==> src/rtl/plpd_cfg.svh <==
`ifndef PLPD_CFG_SVH
`define PLPD_CFG_SVH
// register byte addresses on the host port
`define PLPD_ADDR_W 16
`define PLPD_ADDR_LOCK 16'h0069
`define PLPD_ADDR_CODE 16'h006a
`define PLPD_ADDR_PUMP 16'h006c
`define PLPD_ADDR_REF 16'h006d
`define PLPD_ADDR_XTAL 16'h006e
`define PLPD_ADDR_OUT 16'h006f
`define PLPD_ADDR_LOOP 16'h0070
// field positions
`define PLPD_LOCK_OVR_BIT 0
`define PLPD_CODE_LSB 0
`define PLPD_CODE_MSB 4
`define PLPD_PUMP_LSB 0
`define PLPD_PUMP_MSB 4
`define PLPD_REF0_BIT 3
`define PLPD_REF1_BIT 4
`define PLPD_RELEASE_BIT 1
`define PLPD_DBL_BIT 0
`define PLPD_OUT_LSB 1
`define PLPD_OUT_CNT 4
`define PLPD_CAL_BIT 0
`define PLPD_DSM_BIT 1
`define PLPD_DPLL_BIT 2
// reset values
`define PLPD_CODE_RST 5'h0b
`define PLPD_PUMP_RST 5'h00
`define PLPD_BIT_RST 1'h0
`define PLPD_ALARM_RST 1'h1
`define PLPD_BYTE_ZERO 8'h00
`endif

==> src/rtl/plpd_pkg.sv <==
package plpd_pkg;
  // lock alarm release state
  typedef enum logic [1:0] {
    PLPD_UNLOCKED = 2'h0,
    PLPD_LOCKED = 2'h1,
    PLPD_RELEASED = 2'h3
  } plpd_alarm_type;
endpackage

==> src/rtl/plpd_alarm.sv <==
`timescale 1ns/10ps
`include "plpd_cfg.svh"
// loss-of-lock alarm release sequencer
module plpd_alarm
  import plpd_pkg::*;
(
  // clock and reset
  input wire logic i_clk,
  input wire logic i_rst_n,
  // loop status
  input wire logic i_mode,
  input wire logic i_locked,
  input wire logic i_out_stable,
  // alarm
  output logic o_loss_of_lock_alarm
);
  typedef struct packed {
    plpd_alarm_type st;
    logic alarm;
  } plpd_alarm_state_type;
  plpd_alarm_state_type s_reg; // registered state
  plpd_alarm_state_type s_next; // next state
  // state machine: release when locked, optionally waiting for stable outputs
  always_comb begin
    s_next = s_reg;
    case (s_reg.st)
      PLPD_UNLOCKED: begin
        if (i_locked) begin
          s_next.st = PLPD_LOCKED;
        end
      end
      PLPD_LOCKED: begin
        if (!i_locked) begin
          s_next.st = PLPD_UNLOCKED;
        end else if (!i_mode || i_out_stable) begin
          s_next.st = PLPD_RELEASED;
        end
      end
      PLPD_RELEASED: begin
        if (!i_locked) begin
          s_next.st = PLPD_UNLOCKED;
        end
      end
      default: begin
        s_next.st = PLPD_UNLOCKED;
      end
    endcase
    s_next.alarm = (s_next.st != PLPD_RELEASED);
  end
  // state register
  always_ff @(posedge i_clk) begin
    if (!i_rst_n) begin
      s_reg <= '{st: PLPD_UNLOCKED, alarm: `PLPD_ALARM_RST};
    end else begin
      s_reg <= s_next;
    end
  end
  assign o_loss_of_lock_alarm = s_reg.alarm;
endmodule // plpd_alarm

==> src/rtl/plpd_top.sv <==
`timescale 1ns/10ps
`include "plpd_cfg.svh"
// Functional notes
// - override bit picks auto or manual code
// - five-bit pump current code, reset zero
// - per-reference disable bit, reset zero
// - alarm release waits lock, optionally stable
// - doubler bypass picks crystal times one/two
// - output disable shuts logic, driver hi-z
// - digital loop disable bit, reset zero
// - modulator disable bit, reset zero
// - calibration reset holds calibration off
// - reserved bits written zero, read zero
// - power-down bytes at 006D through 0070
module plpd_top
  import plpd_pkg::*;
(
  // clock and reset
  input wire logic i_clk,
  input wire logic i_rst_n,
  // host register port (byte wide)
  input wire logic [`PLPD_ADDR_W-1:0] i_addr,
  input wire logic i_wr,
  input wire logic i_rd,
  input wire logic [7:0] i_wdata,
  output logic [7:0] o_rdata,
  output logic o_rvalid,
  // loop status
  input wire logic i_locked,
  input wire logic i_out_stable,
  input wire logic [4:0] i_auto_lock_code,
  // control to analog and digital loops
  output logic [4:0] o_lock_code,
  output logic o_lock_override_select,
  output logic [4:0] o_pump_current_code,
  output logic [1:0] o_ref_input_off,
  output logic o_crystal_doubler_bypass,
  output logic o_ref_doubled,
  output logic [3:0] o_output_off,
  output logic [3:0] o_output_oe,
  output logic o_digital_loop_off,
  output logic o_modulator_off,
  output logic o_calibration_reset,
  output logic o_loss_of_lock_alarm
);
  typedef struct packed {
    logic lock_ovr; // manual lock select
    logic [4:0] code; // manual lock code
    logic [4:0] pump; // pump current code
    logic [1:0] ref_off; // input disables
    logic release_mode; // alarm release mode
    logic dbl_byp; // doubler bypass
    logic [3:0] out_off; // output disables
    logic dpll_off; // digital loop disable
    logic dsm_off; // modulator disable
    logic cal_rst; // calibration reset
    logic [7:0] rdata; // read data
    logic rvalid; // read strobe
  } plpd_state_type;
  plpd_state_type s_reg; // registered state
  plpd_state_type s_next; // next state
  logic [4:0] lock_code_next; // selected lock code
  logic [7:0] rd_byte; // read-back value of the addressed byte
  logic [3:0] oe_bits; // per-output driver enables
  // one select per register byte; at most one is high
  logic sel_lock; // lock override byte
  logic sel_code; // manual lock code byte
  logic sel_pump; // pump current byte
  logic sel_ref; // reference disable byte
  logic sel_xtal; // doubler and alarm release byte
  logic sel_out; // output disable byte
  logic sel_loop; // loop block disable byte

  // address decode shared by the write and read paths
  // an address outside the map raises no select, so a write
  // there is dropped and a read there answers zero
  always_comb begin
    sel_lock = (i_addr == `PLPD_ADDR_LOCK); // override byte
    sel_code = (i_addr == `PLPD_ADDR_CODE); // manual code byte
    sel_pump = (i_addr == `PLPD_ADDR_PUMP); // pump code byte
    sel_ref = (i_addr == `PLPD_ADDR_REF); // first power-down byte
    sel_xtal = (i_addr == `PLPD_ADDR_XTAL);
    sel_out = (i_addr == `PLPD_ADDR_OUT);
    sel_loop = (i_addr == `PLPD_ADDR_LOOP); // last power-down byte
  end

  // read-back byte built from the registered fields
  // a read in the same cycle as a write to the same byte
  // therefore returns the value held before that write
  always_comb begin
    rd_byte = `PLPD_BYTE_ZERO; // reserved positions read zero
    if (sel_lock) begin
      // override select in the lowest position
      rd_byte[`PLPD_LOCK_OVR_BIT] = s_reg.lock_ovr;
    end
    if (sel_code) begin
      // manual lock code field
      rd_byte[`PLPD_CODE_MSB:`PLPD_CODE_LSB] = s_reg.code;
    end
    if (sel_pump) begin
      // pump current code field
      rd_byte[`PLPD_PUMP_MSB:`PLPD_PUMP_LSB] = s_reg.pump;
    end
    if (sel_ref) begin
      // one disable bit per input reference
      rd_byte[`PLPD_REF0_BIT] = s_reg.ref_off[0];
      rd_byte[`PLPD_REF1_BIT] = s_reg.ref_off[1];
    end
    if (sel_xtal) begin
      // alarm release mode and doubler bypass
      rd_byte[`PLPD_RELEASE_BIT] = s_reg.release_mode;
      rd_byte[`PLPD_DBL_BIT] = s_reg.dbl_byp;
    end
    if (sel_out) begin
      // four output disables, output 0 lowest
      rd_byte[`PLPD_OUT_LSB+:`PLPD_OUT_CNT] = s_reg.out_off;
    end
    if (sel_loop) begin
      // digital loop, modulator and calibration controls
      rd_byte[`PLPD_DPLL_BIT] = s_reg.dpll_off;
      rd_byte[`PLPD_DSM_BIT] = s_reg.dsm_off;
      rd_byte[`PLPD_CAL_BIT] = s_reg.cal_rst;
    end
  end

  // next state: field writes, read answer and read strobe
  always_comb begin
    s_next = s_reg; // fields hold until written
    s_next.rvalid = i_rd; // answer stands one cycle after the strobe
    s_next.rdata = `PLPD_BYTE_ZERO; // data only stands with the answer
    if (i_rd) begin
      // capture the addressed byte for the answer cycle
      s_next.rdata = rd_byte;
    end
    if (i_wr) begin
      // only field positions are taken; reserved positions are dropped
      if (sel_lock) begin
        // automatic or manual lock control
        s_next.lock_ovr = i_wdata[`PLPD_LOCK_OVR_BIT];
      end
      if (sel_code) begin
        // code used while manual lock control is selected
        s_next.code = i_wdata[`PLPD_CODE_MSB:`PLPD_CODE_LSB];
      end
      if (sel_pump) begin
        // every one of the 32 codes is a legal current step
        s_next.pump = i_wdata[`PLPD_PUMP_MSB:`PLPD_PUMP_LSB];
      end
      if (sel_ref) begin
        // reference inputs switched off independently
        s_next.ref_off[0] = i_wdata[`PLPD_REF0_BIT];
        s_next.ref_off[1] = i_wdata[`PLPD_REF1_BIT];
      end
      if (sel_xtal) begin
        // release mode is followed from the next cycle on, also while a lock waits for release
        s_next.release_mode = i_wdata[`PLPD_RELEASE_BIT];
        s_next.dbl_byp = i_wdata[`PLPD_DBL_BIT];
      end
      if (sel_out) begin
        // output disables, output 0 in the lowest field position
        s_next.out_off = i_wdata[`PLPD_OUT_LSB+:`PLPD_OUT_CNT];
      end
      if (sel_loop) begin
        // loop block disables
        s_next.dpll_off = i_wdata[`PLPD_DPLL_BIT];
        s_next.dsm_off = i_wdata[`PLPD_DSM_BIT];
        s_next.cal_rst = i_wdata[`PLPD_CAL_BIT];
      end
    end
  end

  // state register; reset loads the defaults of every field
  // the reset is synchronous, so fields only move on clock edges
  always_ff @(posedge i_clk) begin
    if (!i_rst_n) begin
      // analog loop control fields
      s_reg.lock_ovr <= `PLPD_BIT_RST;
      s_reg.code <= `PLPD_CODE_RST;
      s_reg.pump <= `PLPD_PUMP_RST;
      // power-down fields: everything enabled after reset
      s_reg.ref_off <= {2{`PLPD_BIT_RST}};
      s_reg.release_mode <= `PLPD_BIT_RST;
      s_reg.dbl_byp <= `PLPD_BIT_RST;
      s_reg.out_off <= {4{`PLPD_BIT_RST}};
      s_reg.dpll_off <= `PLPD_BIT_RST;
      s_reg.dsm_off <= `PLPD_BIT_RST;
      s_reg.cal_rst <= `PLPD_BIT_RST;
      // host answer idle
      s_reg.rdata <= `PLPD_BYTE_ZERO;
      s_reg.rvalid <= `PLPD_BIT_RST;
    end else begin
      // take the next state
      s_reg <= s_next;
    end
  end

  // lock code source: automatic control value or manual field
  // the manual code reaches the loop only while override is set
  always_comb begin
    if (s_reg.lock_ovr) begin
      // manual lock control
      lock_code_next = s_reg.code;
    end else begin
      // automatic lock control
      lock_code_next = i_auto_lock_code;
    end
  end

  // per-output driver enables, high while the output drives its pins
  // a disabled output holds its driver released
  for (genvar g = 0; g < `PLPD_OUT_CNT; g++) begin : g_out
    assign oe_bits[g] = ~s_reg.out_off[g];
  end

  // alarm release sequencer; it follows the release mode field
  plpd_alarm u_alarm (
    .i_clk(i_clk),
    .i_rst_n(i_rst_n),
    .i_mode(s_reg.release_mode),
    .i_locked(i_locked),
    .i_out_stable(i_out_stable),
    .o_loss_of_lock_alarm(o_loss_of_lock_alarm)
  );

  // host answer
  assign o_rdata = s_reg.rdata;
  assign o_rvalid = s_reg.rvalid;
  // analog loop controls
  assign o_lock_code = lock_code_next;
  assign o_lock_override_select = s_reg.lock_ovr;
  assign o_pump_current_code = s_reg.pump;
  // reference and doubler controls
  assign o_ref_input_off = s_reg.ref_off;
  assign o_crystal_doubler_bypass = s_reg.dbl_byp;
  assign o_ref_doubled = ~s_reg.dbl_byp;
  // output controls
  assign o_output_off = s_reg.out_off;
  assign o_output_oe = oe_bits;
  // loop block controls
  assign o_digital_loop_off = s_reg.dpll_off;
  assign o_modulator_off = s_reg.dsm_off;
  assign o_calibration_reset = s_reg.cal_rst;
endmodule // plpd_top

==> config.mk <==
export PLATFORM = sky130hd
export DESIGN_NAME = plpd_top
export DESIGN_NICKNAME = d
export VERILOG_FILES = /design/src/rtl/plpd_pkg.sv /design/src/rtl/plpd_alarm.sv /design/src/rtl/plpd_top.sv
export VERILOG_INCLUDE_DIRS = /design/src /design/src/rtl
export SDC_FILE = /design/constraint.sdc
export NUM_CORES = 1
export LEC_CHECK = 0
export BUFFER_PORTS_ARGS = -buffer_cell sky130_fd_sc_hd__buf_2
export CELL_PAD_IN_SITES_DETAIL_PLACEMENT = 0
export CELL_PAD_IN_SITES_GLOBAL_PLACEMENT = 1
export CORE_MARGIN = 10
export CORE_UTILIZATION = 38
export CTS_BUF_LIST = sky130_fd_sc_hd__clkbuf_2 sky130_fd_sc_hd__clkbuf_4 sky130_fd_sc_hd__clkbuf_8
export DETAILED_ROUTE_END_ITERATION = 8
export GPL_TIMING_DRIVEN = 0
export PLACE_DENSITY = 0.88
export SLEW_MARGIN = 20
export SYNTH_ARGS = -nofsm -noshare
export SYNTH_HDL_FRONTEND = slang
export SYNTH_SLANG_ARGS = --single-unit
==> constraint.sdc <==
create_clock -name i_clk -period 6.4 [get_ports i_clk]
set_input_delay 1.28 -clock i_clk [delete_from_list [all_inputs] [get_ports i_clk]]
set_output_delay 1.28 -clock i_clk [all_outputs]
set_load 0.02 [all_outputs]
# Word-level counts from Yosys, hierarchy flattened
# Index checks and enable logic that the tools add are counted.
[totals]
reg_bits = 34
input_bits = 35
word_cells = 54
[op_classes]
eq_ne = 10
muxes = 13
bitwise_logic = 5
reduce_logical = 11
[op_table]
columns = ["op", "count"]
rows = [
  ["$eq 16x7->1 const B", 7],
  ["$reduce_and 2->1", 8],
  ["$mux 5", 3],
  ["$mux 2", 6],
  ["$pmux 2 s3", 1],
  ["$not 1->1", 5],
  ["$mux 4", 1],
  ["$mux 3", 1],
  ["$eq 2x1->1 const B", 1],
  ["$eq 2x2->1 const B", 1],
  ["$logic_not 2->1", 1],
  ["$ne 2x2->1 const B", 1],
  ["$logic_not 1->1", 1],
  ["$logic_or 1x1->1", 1],
  ["$mux 1", 1],
]

# Depth between registers and ports, before layout
[logic_depth]
ltp_word = 7
ltp_mapped = 6
depth_no_buf = 4

# Cells and area by module
# Synthesis repeated with hierarchy kept, for this count alone.
[hier_totals]
hier_cells = 196
area_unflattened_um2 = 1719.1
[modules_own_cells]
columns = ["module", "n_inst", "cells_per_inst", "area_each_um2"]
rows = [
  ["plpd_top", 1, 187, 1624.1],
  ["plpd_alarm", 1, 9, 95.1],
]

# Worst setup path before layout
# OpenSTA, ideal clock, no wires.
[synth_timing]
kind = "input to register"
start = "input i_addr[13]"
end = "register s_reg, in the netlist o_rdata[3]"
setup_ns = 0.060
arrival_time_ns = 3.011
required_time_ns = 6.340
path_slack_ns = 3.329
stages = 6
path_buffers = 2
cell_sequence = "or4_1 buf_2 or4_1 buf_2 o32ai_1 a32o_1"
[synth_via]
elab_chain_len = 5
elab_cells_between_ends = 8
[synth_rtl]
columns = ["item", "line_no", "source"]
rows = [
  ["start: declaration", "plpd_top.sv:22", "input wire logic [`PLPD_ADDR_W-1:0] i_addr,"],
  ["$eq 16x7->1 (no line)", "-", ""],
  ["$mux 5", "plpd_top.sv:96", "if (sel_code) begin"],
  ["$mux 5", "plpd_top.sv:100", "if (sel_pump) begin"],
  ["$mux 2", "plpd_top.sv:104", "if (sel_ref) begin"],
  ["$mux 4 *", "plpd_top.sv:114", "if (sel_out) begin"],
  ["end signal: assignment", "plpd_top.sv:193", "s_reg <= s_next;"],
  ["end: declaration", "plpd_top.sv:60", "plpd_state_type s_reg;"],
]
# Mark *: on every way between the ends. The rest lies on a longest branch, timed or not.
# A chain may end at the register's enable or synchronous reset.

# Final worst setup path
[layout_timing]
start = "input i_addr[13]"
end = "register s_reg, in the netlist o_rdata[4]"
# Same word-level chain as after synthesis.

==> results.rst <==
.. list-table::
   :header-rows: 1

   * - Metric
     - Value
   * - Status
     - finished clean
   * - Largest incremental delay on the critical path
     - between 0.5 and 0.6 ns
   * - Met3 demand-to-capacity share in global routing
     - 0.06086
   * - Total power draw
     - 0.4092 mW
   * - Worst Path Class, Setup
     - primary input to flip-flop
   * - Layer with the highest usage after global routing
     - met2
   * - Primary flip-flop cell chosen by synthesis mapping
     - sky130_fd_sc_hd__dfxtp_1
   * - TritonCTS buffer count
     - 5
   * - Die X
     - 87.31 µm
   * - Die outline area
     - 7623 µm²
   * - Crit. Startpoint
     - i_addr[13]
   * - Setup TNS
     - 0 ns
   * - Post-synthesis async set-or-reset flop share
     - 0
   * - Post-place setup slack
     - around 3.0 ns
   * - CP Launch Type
     - primary input
   * - Clock insertion delay at the later pin of the skew report
     - 0.29 ns
   * - Via count
     - around 1,800
   * - Maximum number of pins on one net before global-route repair
     - 11
   * - Cells along the critical path
     - buf_2 -> or4_1 -> buf_2 -> or4_1 -> buf_2 -> o32ai_1 -> a32o_1
   * - Clk pin slew, worst setup/hold paths
     - 0.06 ns
   * - Vias in the first global route
     - 1,710
   * - Area contributors post-synth
     - sky130_fd_sc_hd__dfxtp_1 (36%), sky130_fd_sc_hd__buf_4 (8.3%), sky130_fd_sc_hd__mux2i_1 (6.4%)
   * - Number of warnings issued by yosys
     - 0
   * - Row count
     - 24
   * - Sequential cell area in the final layout
     - 620.6 µm²
   * - Height of the chip
     - 87.31 µm
   * - CORE AREA
     - approximately 4400 µm²
   * - Final WL
     - roughly 5200 µm
   * - Routability cong.
     - 0.9284
   * - Worst clock skew
     - 0.01107 ns
   * - Mean area per synthesized cell
     - a little over 8 µm²
   * - First-pass GRT wire length
     - 8362 µm
   * - CP endpoint kind
     - flip-flop
   * - FMAX
     - between 300 and 400 MHz
   * - Leakage power total
     - 0.9804 nW
   * - Synthesis-stage register bit count
     - 31
   * - Sequential element share of the synthesized area
     - 0.3605
   * - Dominant delay contributor by cell family on the critical path
     - simple AND/OR/NAND/NOR gates
   * - Slew @ Worst Pin
     - a little under 0.8 ns
   * - Buffers inserted during post-CTS setup optimization
     - 0
   * - Worst r2r dst
     - o_rdata[0]$_SDFF_PN0_
   * - Max Cap Violations
     - 0
   * - Combinational share of power
     - 0.104
   * - Initial Util
     - 0.3927
   * - Number of enable-type register cells in the synthesized netlist
     - 0
   * - Tightest slew margin relative to the limit
     - 0.4771
   * - CP max FO
     - 10
   * - Setup repair after global routing missed its margin
     - false
   * - CTS tree
     - yes
   * - CTS max path bufs
     - 2
   * - Required time of the critical path
     - between 6 and 7 ns
   * - Quantity of hold-fixing buffers added after cts
     - 0
   * - Period utilisation layout
     - 0.4826
   * - Slowest CP cell
     - sky130_fd_sc_hd__or4_1
   * - Number of inserted filler cells in the final layout
     - 452
   * - Buffers and inverters on the worst path
     - 3
   * - Finished layout cell area
     - 2208 µm²
   * - Buffer cell driving the clock tree root
     - sky130_fd_sc_hd__clkbuf_8
   * - Cell taking the most area after synthesis
     - sky130_fd_sc_hd__dfxtp_1
   * - Hold/Removal Path Class
     - flip-flop to flip-flop
   * - Final max-slew violation count
     - 0
   * - Int Pwr
     - 0.3121 mW
   * - Worst setup slack for register-to-register paths
     - about 5 ns
   * - Count of mapped cells out of synthesis
     - around 210
   * - Proportion of power drawn by flip-flops and latches
     - 0.475
   * - Clock sink count
     - 31
   * - Sw Pwr
     - 0.09706 mW
   * - Most used cell, CP
     - sky130_fd_sc_hd__buf_2
   * - Quantity of gates resized following cts
     - 0
   * - Global-route track usage on met2
     - 0.2011
   * - Initial antenna violation count
     - 0
   * - Startpoint of the worst register-to-register path
     - o_pump_current_code[0]$_SDFFE_PN0P_
   * - Logic depth of the worst path, buffers included
     - 7
   * - Share of the synthesized area in the top cell type
     - 0.3605
   * - Total track usage
     - 0.1359
   * - Crit path DAT
     - 3.31 ns
   * - Remaining antenna violation count
     - 0
   * - Number of DRC violations after detailed routing
     - 0
   * - Worst supply voltage drop on vdd
     - roughly 77 µV
   * - Met1 demand-to-capacity share in global routing
     - 0.1665
   * - First-iteration detailed-routing DRC count
     - between 100 and 150
   * - Cells on worst reg2reg path
     - 4
   * - Post-synthesis cell type count
     - 35
   * - HPWL reported at the end of detailed placement
     - 4160 µm
   * - Avg Vias per Cell
     - 5.382
   * - Overflow left after global routing
     - 0
   * - Placed standard-cell area
     - ~2100 µm²
   * - P per Cell Area
     - 185.3 nW/µm²
   * - Switching Share
     - 0.2372
   * - Layout net count
     - between 300 and 400
   * - Setup Viol. Count Final
     - 0
   * - H-tree depth
     - 2
   * - Final hold violations
     - 0
   * - Buffers on Ports
     - 62
   * - Clock period minus worst slack
     - 3.089 ns
   * - Destination of the critical timing path
     - o_rdata[4]$_SDFF_PN0_
   * - Average wire per standard cell
     - 15.60 µm
   * - Setup slack after layout
     - 3.311 ns
   * - Number of flip-flops in the largest register
     - 6
   * - Synthesis-to-layout area growth
     - 28.27%
   * - Final antenna diode count
     - 0
   * - Number of iterations in the first detailed-routing pass
     - 5
   * - Part of the power in the clock network
     - 0.421
   * - Top-level I/O count
     - 71
   * - Post-Syn Area
     - 1722 µm²
   * - Fraction of layout cells with a size suffix above 1
     - 0.3534
   * - Combined area of the multi-input logic cells
     - between 800 and 900 µm²
==> placed cells by master, fill, tap and decap left out, drive strengths merged, types with 6 or more instances in the layout <==
cell type	instances
buf	83
dfxtp	31
clkbuf	21
nand2	19
nand3	14
o21ai	13
a21oi	11
mux2i	11
inv	9
nand4	9
nor2	8
or4	7
mux2	6
==> area by class of cell <==
class,count,area share
Timing Repair Buffer,62,0.1405
Multi-Input combinational cell,139,0.3955
Clock buffer,8,0.04703
Sequential cell,31,0.2810
Tap cell,52,0.02946
Buffer,34,0.09122
Inverter,9,0.01530
==> cells in the mapped netlist (all sizes together) (2+ instances only) <==
| cell type | count |
|---|---|
| mux2i | 11 |
| clkbuf | 13 |
| or4 | 7 |
| nor3 | 3 |
| nor2b | 3 |
| a32o | 2 |
| nand2 | 19 |
| or3b | 2 |
| mux2 | 6 |
| nand4 | 9 |
| nor2 | 8 |
| buf | 21 |
| nand3b | 4 |
| a21oi | 11 |
| nand3 | 14 |
| o21ai | 13 |
| nor4 | 4 |
| o32ai | 4 |
| nand2b | 4 |
| inv | 9 |
| dfxtp | 31 |
==> per-stage QoR <==
step,utilization,instances,hold WS (ns)
finish,0.5037,335,0.4310
global route,0.5037,335,0.4706
detailed placement,0.4800,327,0.4280
floorplan,-,213,0.4053
global placement,0.4800,327,0.4137
CTS,0.5037,335,0.4375
==> layer usage <==
layer,vias to the layer above,share of wire
met5,-,0
met4,0,0.017
met3,8,0.095
met2,75,0.45
met1,839,0.43
li1,881,-
==> worst register-to-register path, stage by stage, from the launching register on <==
cell and delay [ns]:
sky130_fd_sc_hd__dfxtp_1 0.37, sky130_fd_sc_hd__or3b_2 0.45, sky130_fd_sc_hd__o32ai_1 0.14, sky130_fd_sc_hd__a22oi_1 0.14, sky130_fd_sc_hd__nor3b_1 0.22
==> how the worst min path moves through the flow <==
stage	to	from	slack [ns]	cells past startpoint
after global routing	u_alarm.s_reg[1]$_SDFF_PN0_	u_alarm.s_reg[2]$_SDFF_PN0_	0.47	1
after floorplan	u_alarm.s_reg[1]$_SDFF_PN0_	u_alarm.s_reg[2]$_SDFF_PN0_	0.41	1
after CTS	u_alarm.s_reg[1]$_SDFF_PN0_	u_alarm.s_reg[2]$_SDFF_PN0_	0.44	1
after detailed placement	u_alarm.s_reg[1]$_SDFF_PN0_	u_alarm.s_reg[2]$_SDFF_PN0_	0.43	1
after global placement	u_alarm.s_reg[1]$_SDFF_PN0_	u_alarm.s_reg[2]$_SDFF_PN0_	0.41	1
final	u_alarm.s_reg[1]$_SDFF_PN0_	u_alarm.s_reg[2]$_SDFF_PN0_	0.43	1
==> power by group through the flow <==
stage          Clock (mW)  Combinational, mW  Sequential, mW
4_1_cts             0.177             0.0424           0.194
5_1_grt             0.186             0.0469           0.194
3_5_place_dp            0             0.0422           0.199
2_1_floorplan           0             0.0229           0.199
6_report            0.172             0.0427           0.194
3_3_place_gp            0             0.0418           0.198
==> cells by family (layout without fill, tap and decap cells) <==
kind of cell	Yosys count	count (layout)	share of synthesized area
compound gates	36	36	0.1294
simple gates	83	83	0.2682
flops	31	31	0.3605
buf+inv	43	113	0.1366
mux	17	17	0.1032
other cells	1	3	0.002178
Note: power is estimated with default switching activity, not from simulation.
